### src/include/psf_map.svh
/*
 Timing, index and level constants of the primary-side fault sequencer.
 Assumes a 125 MHz system clock and a 1 us enable tick derived from it.
*/
`ifndef PSF_MAP_SVH
`define PSF_MAP_SVH

// ----------------------------------------------------------------
// Clock and tick
// ----------------------------------------------------------------
`define PSF_CLK_MHZ 125
`define PSF_TICK_CYC (`PSF_CLK_MHZ)

// ----------------------------------------------------------------
// Times in their own units, and derived counts
// ----------------------------------------------------------------
`define PSF_T_SOA_NS 500
`define PSF_SOA_CYC ((`PSF_T_SOA_NS * `PSF_CLK_MHZ) / 1000)
`define PSF_T_SKIP_US 25
`define PSF_T_HS_GAP_US 30
`define PSF_HS_MIN_US (`PSF_T_HS_GAP_US / 2)
`define PSF_HS_MAX_US (`PSF_T_HS_GAP_US * 2)
`define PSF_T_LINE_OFF_US 50
`define PSF_T_RESTART_ON_MS 82
`define PSF_RESTART_ON_US (`PSF_T_RESTART_ON_MS * 1000)

// ----------------------------------------------------------------
// Current limit, percent of full scale
// ----------------------------------------------------------------
`define PSF_PEAK_CURRENT_LIMIT_FULL 7'h64
`define PSF_PEAK_CURRENT_LIMIT_FLOOR 7'h1e
`define PSF_JIT_DEPTH 3'h5

// ----------------------------------------------------------------
// Synchronised comparator vector bit positions
// ----------------------------------------------------------------
`define PSF_IN_SUPPLY_LOW 0
`define PSF_IN_SUPPLY_SHUNT 1
`define PSF_IN_SUPPLY_CLEAR 2
`define PSF_IN_SUPPLY_OVC 3
`define PSF_IN_TEMP_HOT 4
`define PSF_IN_TEMP_COOL 5
`define PSF_IN_BROWN_IN 6
`define PSF_IN_BROWN_OUT 7
`define PSF_IN_LINE_OV 8
`define PSF_IN_LINE_UV 9
`define PSF_IN_CAP_LARGE 10
`define PSF_IN_LIMIT_HIT 11
`define PSF_IN_REQ 12
`define PSF_IN_WIDTH 13

`endif

### src/include/psf_pkg.sv
/*
 Types of the primary-side fault sequencer.
 Assumes psf_map.svh carries the shared numeric constants; timer defaults are psf_sequencer parameters.
*/
package psf_pkg;
   typedef enum logic [6:0] {
      PSF_INIT = 7'h01,
      PSF_LINE = 7'h02,
      PSF_WAIT = 7'h04,
      PSF_PRIM = 7'h08,
      PSF_SLAVE = 7'h10,
      PSF_AROFF = 7'h20,
      PSF_LATCH = 7'h40
   } psf_state_e;
   typedef logic [23:0] psf_count_t;
endpackage

### src/design/psf_sequencer.sv
/*
 Primary-side control and protection sequencer of a flyback switcher.
 Assumes analog comparators and the link receiver drive level inputs
 asynchronous to clk_sys; the power stage follows switchOn and compares
 primary current against ilimPct.
*/
// Overview of operation
// - Bypass capacitor size latches current-limit level
// - Supply undervoltage blocks switch until shunt level
// - Supply overcurrent latches off or auto-restarts
// - Hysteretic thermal block clears after cooling
// - Latched thermal clears on supply or line low
// - Latched faults clear at supply or line low
// - Limit ramps with time since switch off
// - Limit floors at thirty percent of full
// - Limit jitters between full and ninety-five percent
// - Sustained overload requests force auto-restart
// - Request silence timeout forces auto-restart
// - Line reset clears auto-restart at once
// - Two early limit hits skip switching
// - Line checked in range before first cycle
// - Filtered brown-out restarts, resume above brown-in
// - Line overvoltage restarts until back in range
// - Long off time disconnects line sense
// - Self switching without feedback, restart on timeout
// - Control handed over only after handshake
// - Listen one restart on time before switching
`timescale 1ns/10ps
`default_nettype none
`include "psf_map.svh"

module psf_sequencer #(
   parameter int unsigned RESTART_OFF_US = 1500000,
   parameter int unsigned SILENCE_US = 1500000,
   parameter int unsigned BROWNOUT_US = 30000,
   parameter int unsigned RESTART_ON_US = `PSF_RESTART_ON_US,
   parameter int unsigned OVL_GAP_US = 8,
   parameter int unsigned PRIM_PERIOD_US = 40,
   parameter int unsigned MAX_ON_CYC = 1250,
   parameter int unsigned RAMP_DIV_US = 2,
   parameter int unsigned JIT_STEP_US = 100
) (
   // Clock and reset
   input wire logic clk_sys,
   input wire logic reset_n,
   // Supply comparators
   input wire logic supplyLow,
   input wire logic supplyShunt,
   input wire logic supplyClear,
   input wire logic supplyOverCurrent,
   input wire logic capLarge,
   // Thermal comparators
   input wire logic tempHot,
   input wire logic tempCool,
   // Line comparators
   input wire logic lineBrownIn,
   input wire logic lineBrownOut,
   input wire logic lineOver,
   input wire logic lineUnder,
   // Power stage and link
   input wire logic limitHit,
   input wire logic cycleRequest,
   // Option straps
   input wire logic optSupplyLatch,
   input wire logic optThermalLatch,
   // Power stage control
   output logic switchOn,
   output logic [6:0] ilimPct,
   output logic ilimHigh,
   output logic lineSenseOn,
   // Status
   output logic slaveMode,
   output logic autoRestart,
   output logic latchedOff,
   output psf_pkg::psf_state_e fsmState
);
   import psf_pkg::*;

   function automatic psf_count_t psfIncr(input psf_count_t v);
      return (v == 24'hffffff) ? v : v + 24'h1;
   endfunction

   // ----------------------------------------------------------------
   // Input synchronisers
   // ----------------------------------------------------------------
   logic [`PSF_IN_WIDTH-1:0] rawIn;
   logic [`PSF_IN_WIDTH-1:0] syncA;
   logic [`PSF_IN_WIDTH-1:0] syncB;
   logic reqPrev;

   assign rawIn = {cycleRequest, limitHit, capLarge, lineUnder, lineOver,
                   lineBrownOut, lineBrownIn, tempCool, tempHot,
                   supplyOverCurrent, supplyClear, supplyShunt, supplyLow};

   always_ff @(posedge clk_sys or negedge reset_n) begin
      if (!reset_n) begin
         syncA <= '0;
         syncB <= '0;
         reqPrev <= 1'b0;
      end else begin
         syncA <= rawIn;
         syncB <= syncA;
         reqPrev <= syncB[`PSF_IN_REQ];
      end
   end

   wire sLow = syncB[`PSF_IN_SUPPLY_LOW];
   wire sShunt = syncB[`PSF_IN_SUPPLY_SHUNT];
   wire sClear = syncB[`PSF_IN_SUPPLY_CLEAR];
   wire sOvc = syncB[`PSF_IN_SUPPLY_OVC];
   wire sHot = syncB[`PSF_IN_TEMP_HOT];
   wire sCool = syncB[`PSF_IN_TEMP_COOL];
   wire sBrownIn = syncB[`PSF_IN_BROWN_IN];
   wire sBrownOut = syncB[`PSF_IN_BROWN_OUT];
   wire sLineOv = syncB[`PSF_IN_LINE_OV];
   wire sLineUv = syncB[`PSF_IN_LINE_UV];
   wire sCap = syncB[`PSF_IN_CAP_LARGE];
   wire sHit = syncB[`PSF_IN_LIMIT_HIT];
   wire reqPulse = syncB[`PSF_IN_REQ] & ~reqPrev;

   // ----------------------------------------------------------------
   // Microsecond tick
   // ----------------------------------------------------------------
   logic [7:0] divCnt;
   wire tick = (divCnt == 8'(`PSF_TICK_CYC - 1));

   always_ff @(posedge clk_sys or negedge reset_n) begin
      if (!reset_n)
         divCnt <= 8'h00;
      else
         divCnt <= tick ? 8'h00 : divCnt + 8'h01;
   end

   // ----------------------------------------------------------------
   // State and timers
   // ----------------------------------------------------------------
   psf_state_e state;
   psf_state_e next_state;
   psf_count_t stateUs;
   psf_count_t reqGapUs;
   psf_count_t offUs;
   psf_count_t ovlUs;
   psf_count_t uvUs;
   logic [4:0] skipUs;
   logic [10:0] onCyc;
   logic [1:0] soaHits;
   logic supplyBlock;
   logic thermBlock;

   wire running = (state == PSF_PRIM) || (state == PSF_SLAVE);
   wire listening = (state == PSF_WAIT) || (state == PSF_PRIM);
   wire active = running || (state == PSF_WAIT);
   // Second request of a pair about 30 us after the first
   wire hsPair = reqPulse && (reqGapUs >= 24'(`PSF_HS_MIN_US))
                 && (reqGapUs <= 24'(`PSF_HS_MAX_US));
   wire lineInRange = sBrownIn && !sLineOv;
   wire latchClear = sClear || sLineUv;
   wire ovlTrip = ovlUs >= 24'(RESTART_ON_US);
   wire silenceTrip = reqGapUs >= 24'(SILENCE_US);
   wire brownTrip = uvUs >= 24'(BROWNOUT_US);
   wire supplyTrip = sOvc;
   wire thermLatchTrip = sHot && optThermalLatch;

   always_comb begin
      next_state = state;
      unique case (state)
         PSF_INIT: begin
            if (sShunt)
               next_state = PSF_LINE;
         end
         PSF_LINE: begin
            if (lineInRange)
               next_state = PSF_WAIT;
         end
         PSF_WAIT: begin
            if (hsPair)
               next_state = PSF_SLAVE;
            else if (stateUs >= 24'(RESTART_ON_US))
               next_state = PSF_PRIM;
         end
         PSF_PRIM: begin
            if (hsPair)
               next_state = PSF_SLAVE;
            else if (stateUs >= 24'(RESTART_ON_US))
               next_state = PSF_AROFF;
         end
         PSF_SLAVE: begin
            if (silenceTrip)
               next_state = PSF_AROFF;
            else if (ovlTrip)
               next_state = PSF_AROFF;
         end
         PSF_AROFF: begin
            if (sLineUv)
               next_state = PSF_LINE;
            else if (stateUs >= 24'(RESTART_OFF_US))
               next_state = PSF_LINE;
         end
         PSF_LATCH: begin
            if (latchClear)
               next_state = PSF_INIT;
         end
      endcase
      if (active) begin
         if (thermLatchTrip)
            next_state = PSF_LATCH;
         else if (supplyTrip)
            next_state = optSupplyLatch ? PSF_LATCH : PSF_AROFF;
         else if (sLineOv)
            next_state = PSF_AROFF;
         else if (brownTrip)
            next_state = PSF_AROFF;
      end
   end

   always_ff @(posedge clk_sys or negedge reset_n) begin
      if (!reset_n)
         state <= PSF_INIT;
      else
         state <= next_state;
   end

   always_ff @(posedge clk_sys or negedge reset_n) begin
      if (!reset_n)
         stateUs <= '0;
      else if (state != next_state)
         stateUs <= '0;
      else if (tick)
         stateUs <= psfIncr(stateUs);
   end

   // Gap since last request; starts saturated so no pair is faked
   always_ff @(posedge clk_sys or negedge reset_n) begin
      if (!reset_n)
         reqGapUs <= 24'hffffff;
      else if (reqPulse)
         reqGapUs <= '0;
      else if (tick)
         reqGapUs <= psfIncr(reqGapUs);
   end

   // Overload time: grows while requests keep coming faster than the rate
   always_ff @(posedge clk_sys or negedge reset_n) begin
      if (!reset_n)
         ovlUs <= '0;
      else if (reqGapUs > 24'(OVL_GAP_US) || state != PSF_SLAVE)
         ovlUs <= '0;
      else if (tick)
         ovlUs <= psfIncr(ovlUs);
   end

   // Brown-out filter, held while the sense resistor is disconnected
   always_ff @(posedge clk_sys or negedge reset_n) begin
      if (!reset_n)
         uvUs <= '0;
      else if (!sBrownOut)
         uvUs <= '0;
      else if (tick && lineSenseOn)
         uvUs <= psfIncr(uvUs);
   end

   // ----------------------------------------------------------------
   // Supply and thermal blocks, current limit level choice
   // ----------------------------------------------------------------
   always_ff @(posedge clk_sys or negedge reset_n) begin
      if (!reset_n) begin
         supplyBlock <= 1'b0;
         thermBlock <= 1'b0;
         ilimHigh <= 1'b0;
      end else begin
         if (sShunt)
            supplyBlock <= 1'b0;
         else if (sLow && state != PSF_INIT)
            supplyBlock <= 1'b1;
         if (sHot && !optThermalLatch)
            thermBlock <= 1'b1;
         else if (sCool)
            thermBlock <= 1'b0;
         if (state == PSF_INIT && sShunt)
            ilimHigh <= sCap;
      end
   end

   // ----------------------------------------------------------------
   // Switching cycle, SOA skip and line sense
   // ----------------------------------------------------------------
   wire canSwitch = running && !supplyBlock && !thermBlock && skipUs == 5'h00;
   wire primStart = (state == PSF_PRIM) && tick
                    && offUs >= 24'(PRIM_PERIOD_US);
   wire slaveStart = (state == PSF_SLAVE) && reqPulse;
   wire cycleStart = canSwitch && !switchOn && (primStart || slaveStart);
   wire onExpired = onCyc >= 11'(MAX_ON_CYC);
   wire cycleEnd = switchOn && (sHit || onExpired || !canSwitch);
   wire earlyHit = sHit && onCyc <= 11'(`PSF_SOA_CYC);

   always_ff @(posedge clk_sys or negedge reset_n) begin
      if (!reset_n) begin
         switchOn <= 1'b0;
         onCyc <= 11'h000;
      end else if (cycleStart) begin
         switchOn <= 1'b1;
         onCyc <= 11'h000;
      end else if (cycleEnd) begin
         switchOn <= 1'b0;
      end else if (switchOn) begin
         onCyc <= onCyc + 11'h001;
      end
   end

   always_ff @(posedge clk_sys or negedge reset_n) begin
      if (!reset_n) begin
         soaHits <= 2'h0;
         skipUs <= 5'h00;
      end else begin
         if (cycleEnd && earlyHit && soaHits == 2'h1) begin
            soaHits <= 2'h0;
            skipUs <= 5'(`PSF_T_SKIP_US);
         end else if (cycleEnd) begin
            soaHits <= earlyHit ? 2'h1 : 2'h0;
         end
         if (tick && skipUs != 5'h00 && !(cycleEnd && earlyHit))
            skipUs <= skipUs - 5'h01;
      end
   end

   always_ff @(posedge clk_sys or negedge reset_n) begin
      if (!reset_n)
         offUs <= '0;
      else if (switchOn)
         offUs <= '0;
      else if (tick)
         offUs <= psfIncr(offUs);
   end

   always_ff @(posedge clk_sys or negedge reset_n) begin
      if (!reset_n)
         lineSenseOn <= 1'b1;
      else if (cycleStart)
         lineSenseOn <= 1'b1;
      else if (!switchOn && offUs >= 24'(`PSF_T_LINE_OFF_US))
         lineSenseOn <= 1'b0;
   end

   // ----------------------------------------------------------------
   // Current limit ramp and jitter
   // ----------------------------------------------------------------
   // Limit falls with off time; long gaps keep only the floor
   psf_count_t drop;
   logic [6:0] base;
   logic [6:0] jittered;
   logic [2:0] jitDepth;
   logic jitDown;
   logic [15:0] jitUs;

   assign drop = offUs / 24'(RAMP_DIV_US);
   assign base = (drop >= 24'(`PSF_PEAK_CURRENT_LIMIT_FULL - `PSF_PEAK_CURRENT_LIMIT_FLOOR)) ?
                 `PSF_PEAK_CURRENT_LIMIT_FLOOR : `PSF_PEAK_CURRENT_LIMIT_FULL - drop[6:0];
   assign jittered = (base - {4'h0, jitDepth} < `PSF_PEAK_CURRENT_LIMIT_FLOOR) ?
                     `PSF_PEAK_CURRENT_LIMIT_FLOOR : base - {4'h0, jitDepth};

   always_ff @(posedge clk_sys or negedge reset_n) begin
      if (!reset_n) begin
         jitUs <= 16'h0000;
         jitDepth <= 3'h0;
         jitDown <= 1'b0;
      end else if (tick) begin
         if (jitUs >= 16'(JIT_STEP_US - 1)) begin
            jitUs <= 16'h0000;
            if (jitDown)
               jitDepth <= jitDepth - 3'h1;
            else
               jitDepth <= jitDepth + 3'h1;
            if (!jitDown && jitDepth == `PSF_JIT_DEPTH - 3'h1)
               jitDown <= 1'b1;
            else if (jitDown && jitDepth == 3'h1)
               jitDown <= 1'b0;
         end else begin
            jitUs <= jitUs + 16'h0001;
         end
      end
   end

   // Updated every clock so a request sees the current limit at once
   always_ff @(posedge clk_sys or negedge reset_n) begin
      if (!reset_n)
         ilimPct <= `PSF_PEAK_CURRENT_LIMIT_FULL;
      else
         ilimPct <= jittered;
   end

   // ----------------------------------------------------------------
   // Status
   // ----------------------------------------------------------------
   always_ff @(posedge clk_sys or negedge reset_n) begin
      if (!reset_n) begin
         slaveMode <= 1'b0;
         autoRestart <= 1'b0;
         latchedOff <= 1'b0;
         fsmState <= PSF_INIT;
      end else begin
         slaveMode <= (next_state == PSF_SLAVE);
         autoRestart <= (next_state == PSF_AROFF);
         latchedOff <= (next_state == PSF_LATCH);
         fsmState <= next_state;
      end
   end

endmodule
`default_nettype wire

### config.mk
export PLATFORM = sky130hd
export DESIGN_NAME = psf_sequencer
export DESIGN_NICKNAME = d
export VERILOG_FILES = /design/src/include/psf_pkg.sv /design/src/design/psf_sequencer.sv
export VERILOG_INCLUDE_DIRS = /design/src /design/src/include
export SDC_FILE = /design/constraint.sdc
export NUM_CORES = 1
export LEC_CHECK = 0
export BUFFER_PORTS_ARGS = -buffer_cell sky130_fd_sc_hd__buf_2
export CORE_AREA = 2 2 154 156
export CTS_CLUSTER_DIAMETER = 80
export CTS_CLUSTER_SIZE = 20
export DETAILED_ROUTE_END_ITERATION = 8
export DIE_AREA = 0 0 156 158
export GPL_TIMING_DRIVEN = 0
export PLACE_DENSITY = 0.78
export SYNTH_ARGS = -nofsm -noshare
export SYNTH_HDL_FRONTEND = slang
export SYNTH_SLANG_ARGS = --single-unit
### constraint.sdc
create_clock -name clk_sys -period 3.45 [get_ports clk_sys]
set_clock_uncertainty 0.1 [all_clocks]
set_input_delay 0.69 -clock clk_sys [delete_from_list [all_inputs] [get_ports clk_sys]]
set_output_delay 0.69 -clock clk_sys [all_outputs]
set_load 0.05 [all_outputs]
==> flow_summary.ini <==
[die]
rows = 56
die_w_um = 156
die_area_mm2 = 0.0246
core_mm2 = 0.0231
ioPinCount = 37
initial_utilization_pct = 49.1
die_h_um = 158

[critical_path]
worstSetupPathType = reg -> reg
worstPathArrival_ps = 3580
critPathRequiredTime_ps = 3720
end_kind = register
crit_chain = nor4_1 > nand4_1 > buf_4 > a21oi_4 > nand2b_1 > ha_1 > nor2b_1 > o21a_1 > a211oi_2 > mux2i_1 > nand3b_1 > a31o_2 > o21ba_2
critPathMaxFanout = 9
start_kind = register
slowest_stage = dfrtp_1
max_stage_delay_ps = 430

[power]
power.total_mw = 5.60
p_leak_nw = 5.32
peakVddDrop_uv = 544
p_per_area_mw_per_mm2 = 450

[finish]
area_growth_pct = 9.87
fillers = 2034
num_antenna_cells = 0
nets = 1274
fin_util_pct = 53.9
drive_gt1_share_pct = 11.9

[logic_synthesis]
postSynthCellCount = 1175
async_flop_share_pct = 100
syn_area_mm2 = 0.0113
ys_seq_area_share_pct = 47.6
ys_types = 72
syn_area_per_cell_um2 = 9.63
ys_top_cells_by_count = 185 x dfrtp_1, 129 x nor2_1, 101 x nand2_1
synth_edf_count = 0
synth_most_common_cell = dfrtp_1
synth_largest_area_cell = dfrtp_1
syn-num-nets = 1219
yosys_register_bits = 214
yosysWarnings = 0
synth_top_area_share_pct = 40.9
netlist_top_cells_area = dfrtp_1 41%, dfstp_2 6.7%, xor2_1 5.6%
synth_ff_type = dfrtp_1

[grt]
grt-ovfl-total = 0
gr-usage-all-layers_pct = 19.6
grt_max_degree = 128
grt_pass1_wl_um = 40300
antenna_found_initial = 0
grt_pass1_vias = 8499

[sta]
finalCriticalPeriod_ps = 3310
worst_pin_slew_ps = 955
hold_viol_final = 0
rsz0062_at_grt = yes
hold_ws_ps = 96.3
fin_crit_sh_pct = 96.0
slew_viol_final = 0
tns_ps = 0
setup_violations = 0
relSlewSlack_pct = 35.8
max_freq_ghz = 0.302
worst_slack_ps = 137

[drt]
vias = 8770
routed_wl_um = 23500
vias_per_cell = 5.74
dr.pass1.iters = 5
ant_nets = 0
drtIter0Drc = 496
avgRoutedWirePerCell_um = 15.4
drc = 0

[min_path]
hold_class = in -> async

[placement]
gpl.final_weighted_congestion = 0.899
portBuffers = 36
preCtsSetupSlack_ps = -572
hpwl_um = 16300

[status]
outcome = complete, no violations

[clocking]
cts_sinks = 214
numCtsBuffers = 14
htree_levels = 1
hold_buffers = 0
clk_pin_slew_ps = 80
root_buffer = clkbuf_16
clock_latency_ps = 490
cts_max_path_buffers = 3
cts_tree = done

[run]
cap_violations = 0
==> logic make-up (layout without fill, tap and decap cells) <==
family | count (synthesis) | count (layout) | share of synthesized area (%)
simple gates | 564 | 564 | 26.8
fa+ha+maj | 27 | 27 | 3.05
mux | 10 | 10 | 0.907
flops | 214 | 214 | 47.6
buf+inv | 78 | 141 | 2.82
xor+xnor | 123 | 123 | 9.52
compound gates | 159 | 159 | 9.25
==> path summary, 6_finish.rpt <==
kind                           start         end  slack [ps]  cells past startpoint
setup / recovery           offUs[22]  ilimPct[0]         140                     13
hold / removal               reset_n    jitUs[6]         100                      1
hold reg to reg             syncA[4]    syncB[4]         250                      0
min in group clk_sys        capLarge   syncA[10]         200                      1
setup reg to reg           offUs[22]  ilimPct[0]         140                     13
max in group asynchronous    reset_n    syncB[5]        2100                      2
==> metrics by stage <==
stage	cell area [µm²]	std cells
floorplan	11300	1175
global placement	11900	1501
detailed placement	11900	1502
CTS	12400	1528
global route	12400	1528
finish	12400	1528
==> power breakdown <==
group	total (mW)	switching (mW)	internal, mW	leakage [nW]
sequential	2.60	0.0336	2.57	2.80
combinational	1.31	0.869	0.446	2.31
clock	1.68	0.848	0.832	0.204
total	5.60	1.75	3.85	5.32
==> layer usage <==
metal | GRT usage [%] | vias to the layer above | share of wire, %
li1 | - | 4250 | -
met1 | 26.6 | 4299 | 46
met2 | 33.5 | 183 | 48
met3 | 2.63 | 38 | 4.0
met4 | 4.76 | 0 | 2.1
met5 | 0 | - | 0
==> critical path, delay by kind of cell (launching register included) <==
kind,cells,cell delay [ps]
AOI/OAI and AO/OA,5,1130
and+or+nand+nor,5,830
DFF,1,430
adders and majority gates,1,270
muxes,1,260
buffers and inverters,1,180
==> registers in the layout (all words and copies together), names as in the netlist, 7 cells and up <==
name,flops
stateUs,24
reqGapUs,24
offUs,24
jitUs,16
fsmState,7
onCyc,11
uvUs,24
ovlUs,24
syncB,13
syncA,13
divCnt,8
ilimPct,7
==> placed cells by master (no fill, tap or decap), types with 7 or more instances in the layout <==
master     Yosys  layout
or3_1         14      14
a31oi_1       15      15
inv_1         39      39
xnor2_1       51      51
xor2_1        72      72
mux2i_1        8       7
and3_1        35      35
nor3_1        36      36
and4_1        13      13
nand3_1       59      59
nor2_1       129     129
o21ai_0       48      48
clkbuf_1      29      36
nand2b_1      10      10
and2_1        26      26
nor4_1        20      17
nand4_1       59      59
buf_2          3      38
nor2b_1       11      11
ha_1          26      26
a21oi_1       31      29
dfstp_2       29      29
o31ai_1        7       7
nor3_2        21      21
clkbuf_16      0      15
nand2_1      101     101
dfrtp_1      185     185
==> layout make-up <==
class | count | area (µm²) | area share, %
Clock inverter | 1 | 5.00 | 0.0402
Multi-Input combinational cell | 883 | 5710 | 45.9
Sequential cell | 214 | 5390 | 43.4
Timing Repair Buffer | 39 | 233 | 1.87
Inverter | 39 | 146 | 1.18
Clock buffer | 23 | 415 | 3.34
Tap cell | 290 | 363 | 2.92
Buffer | 39 | 173 | 1.39
==> repair_timing <==
action / CTS / global route
buffers inserted: 2 / 0
pin swaps: 1 / 2
setup endpoints to repair: 33 / 35
gates resized for setup: 8 / 9
No activity file was read; power rests on OpenSTA's default activity.
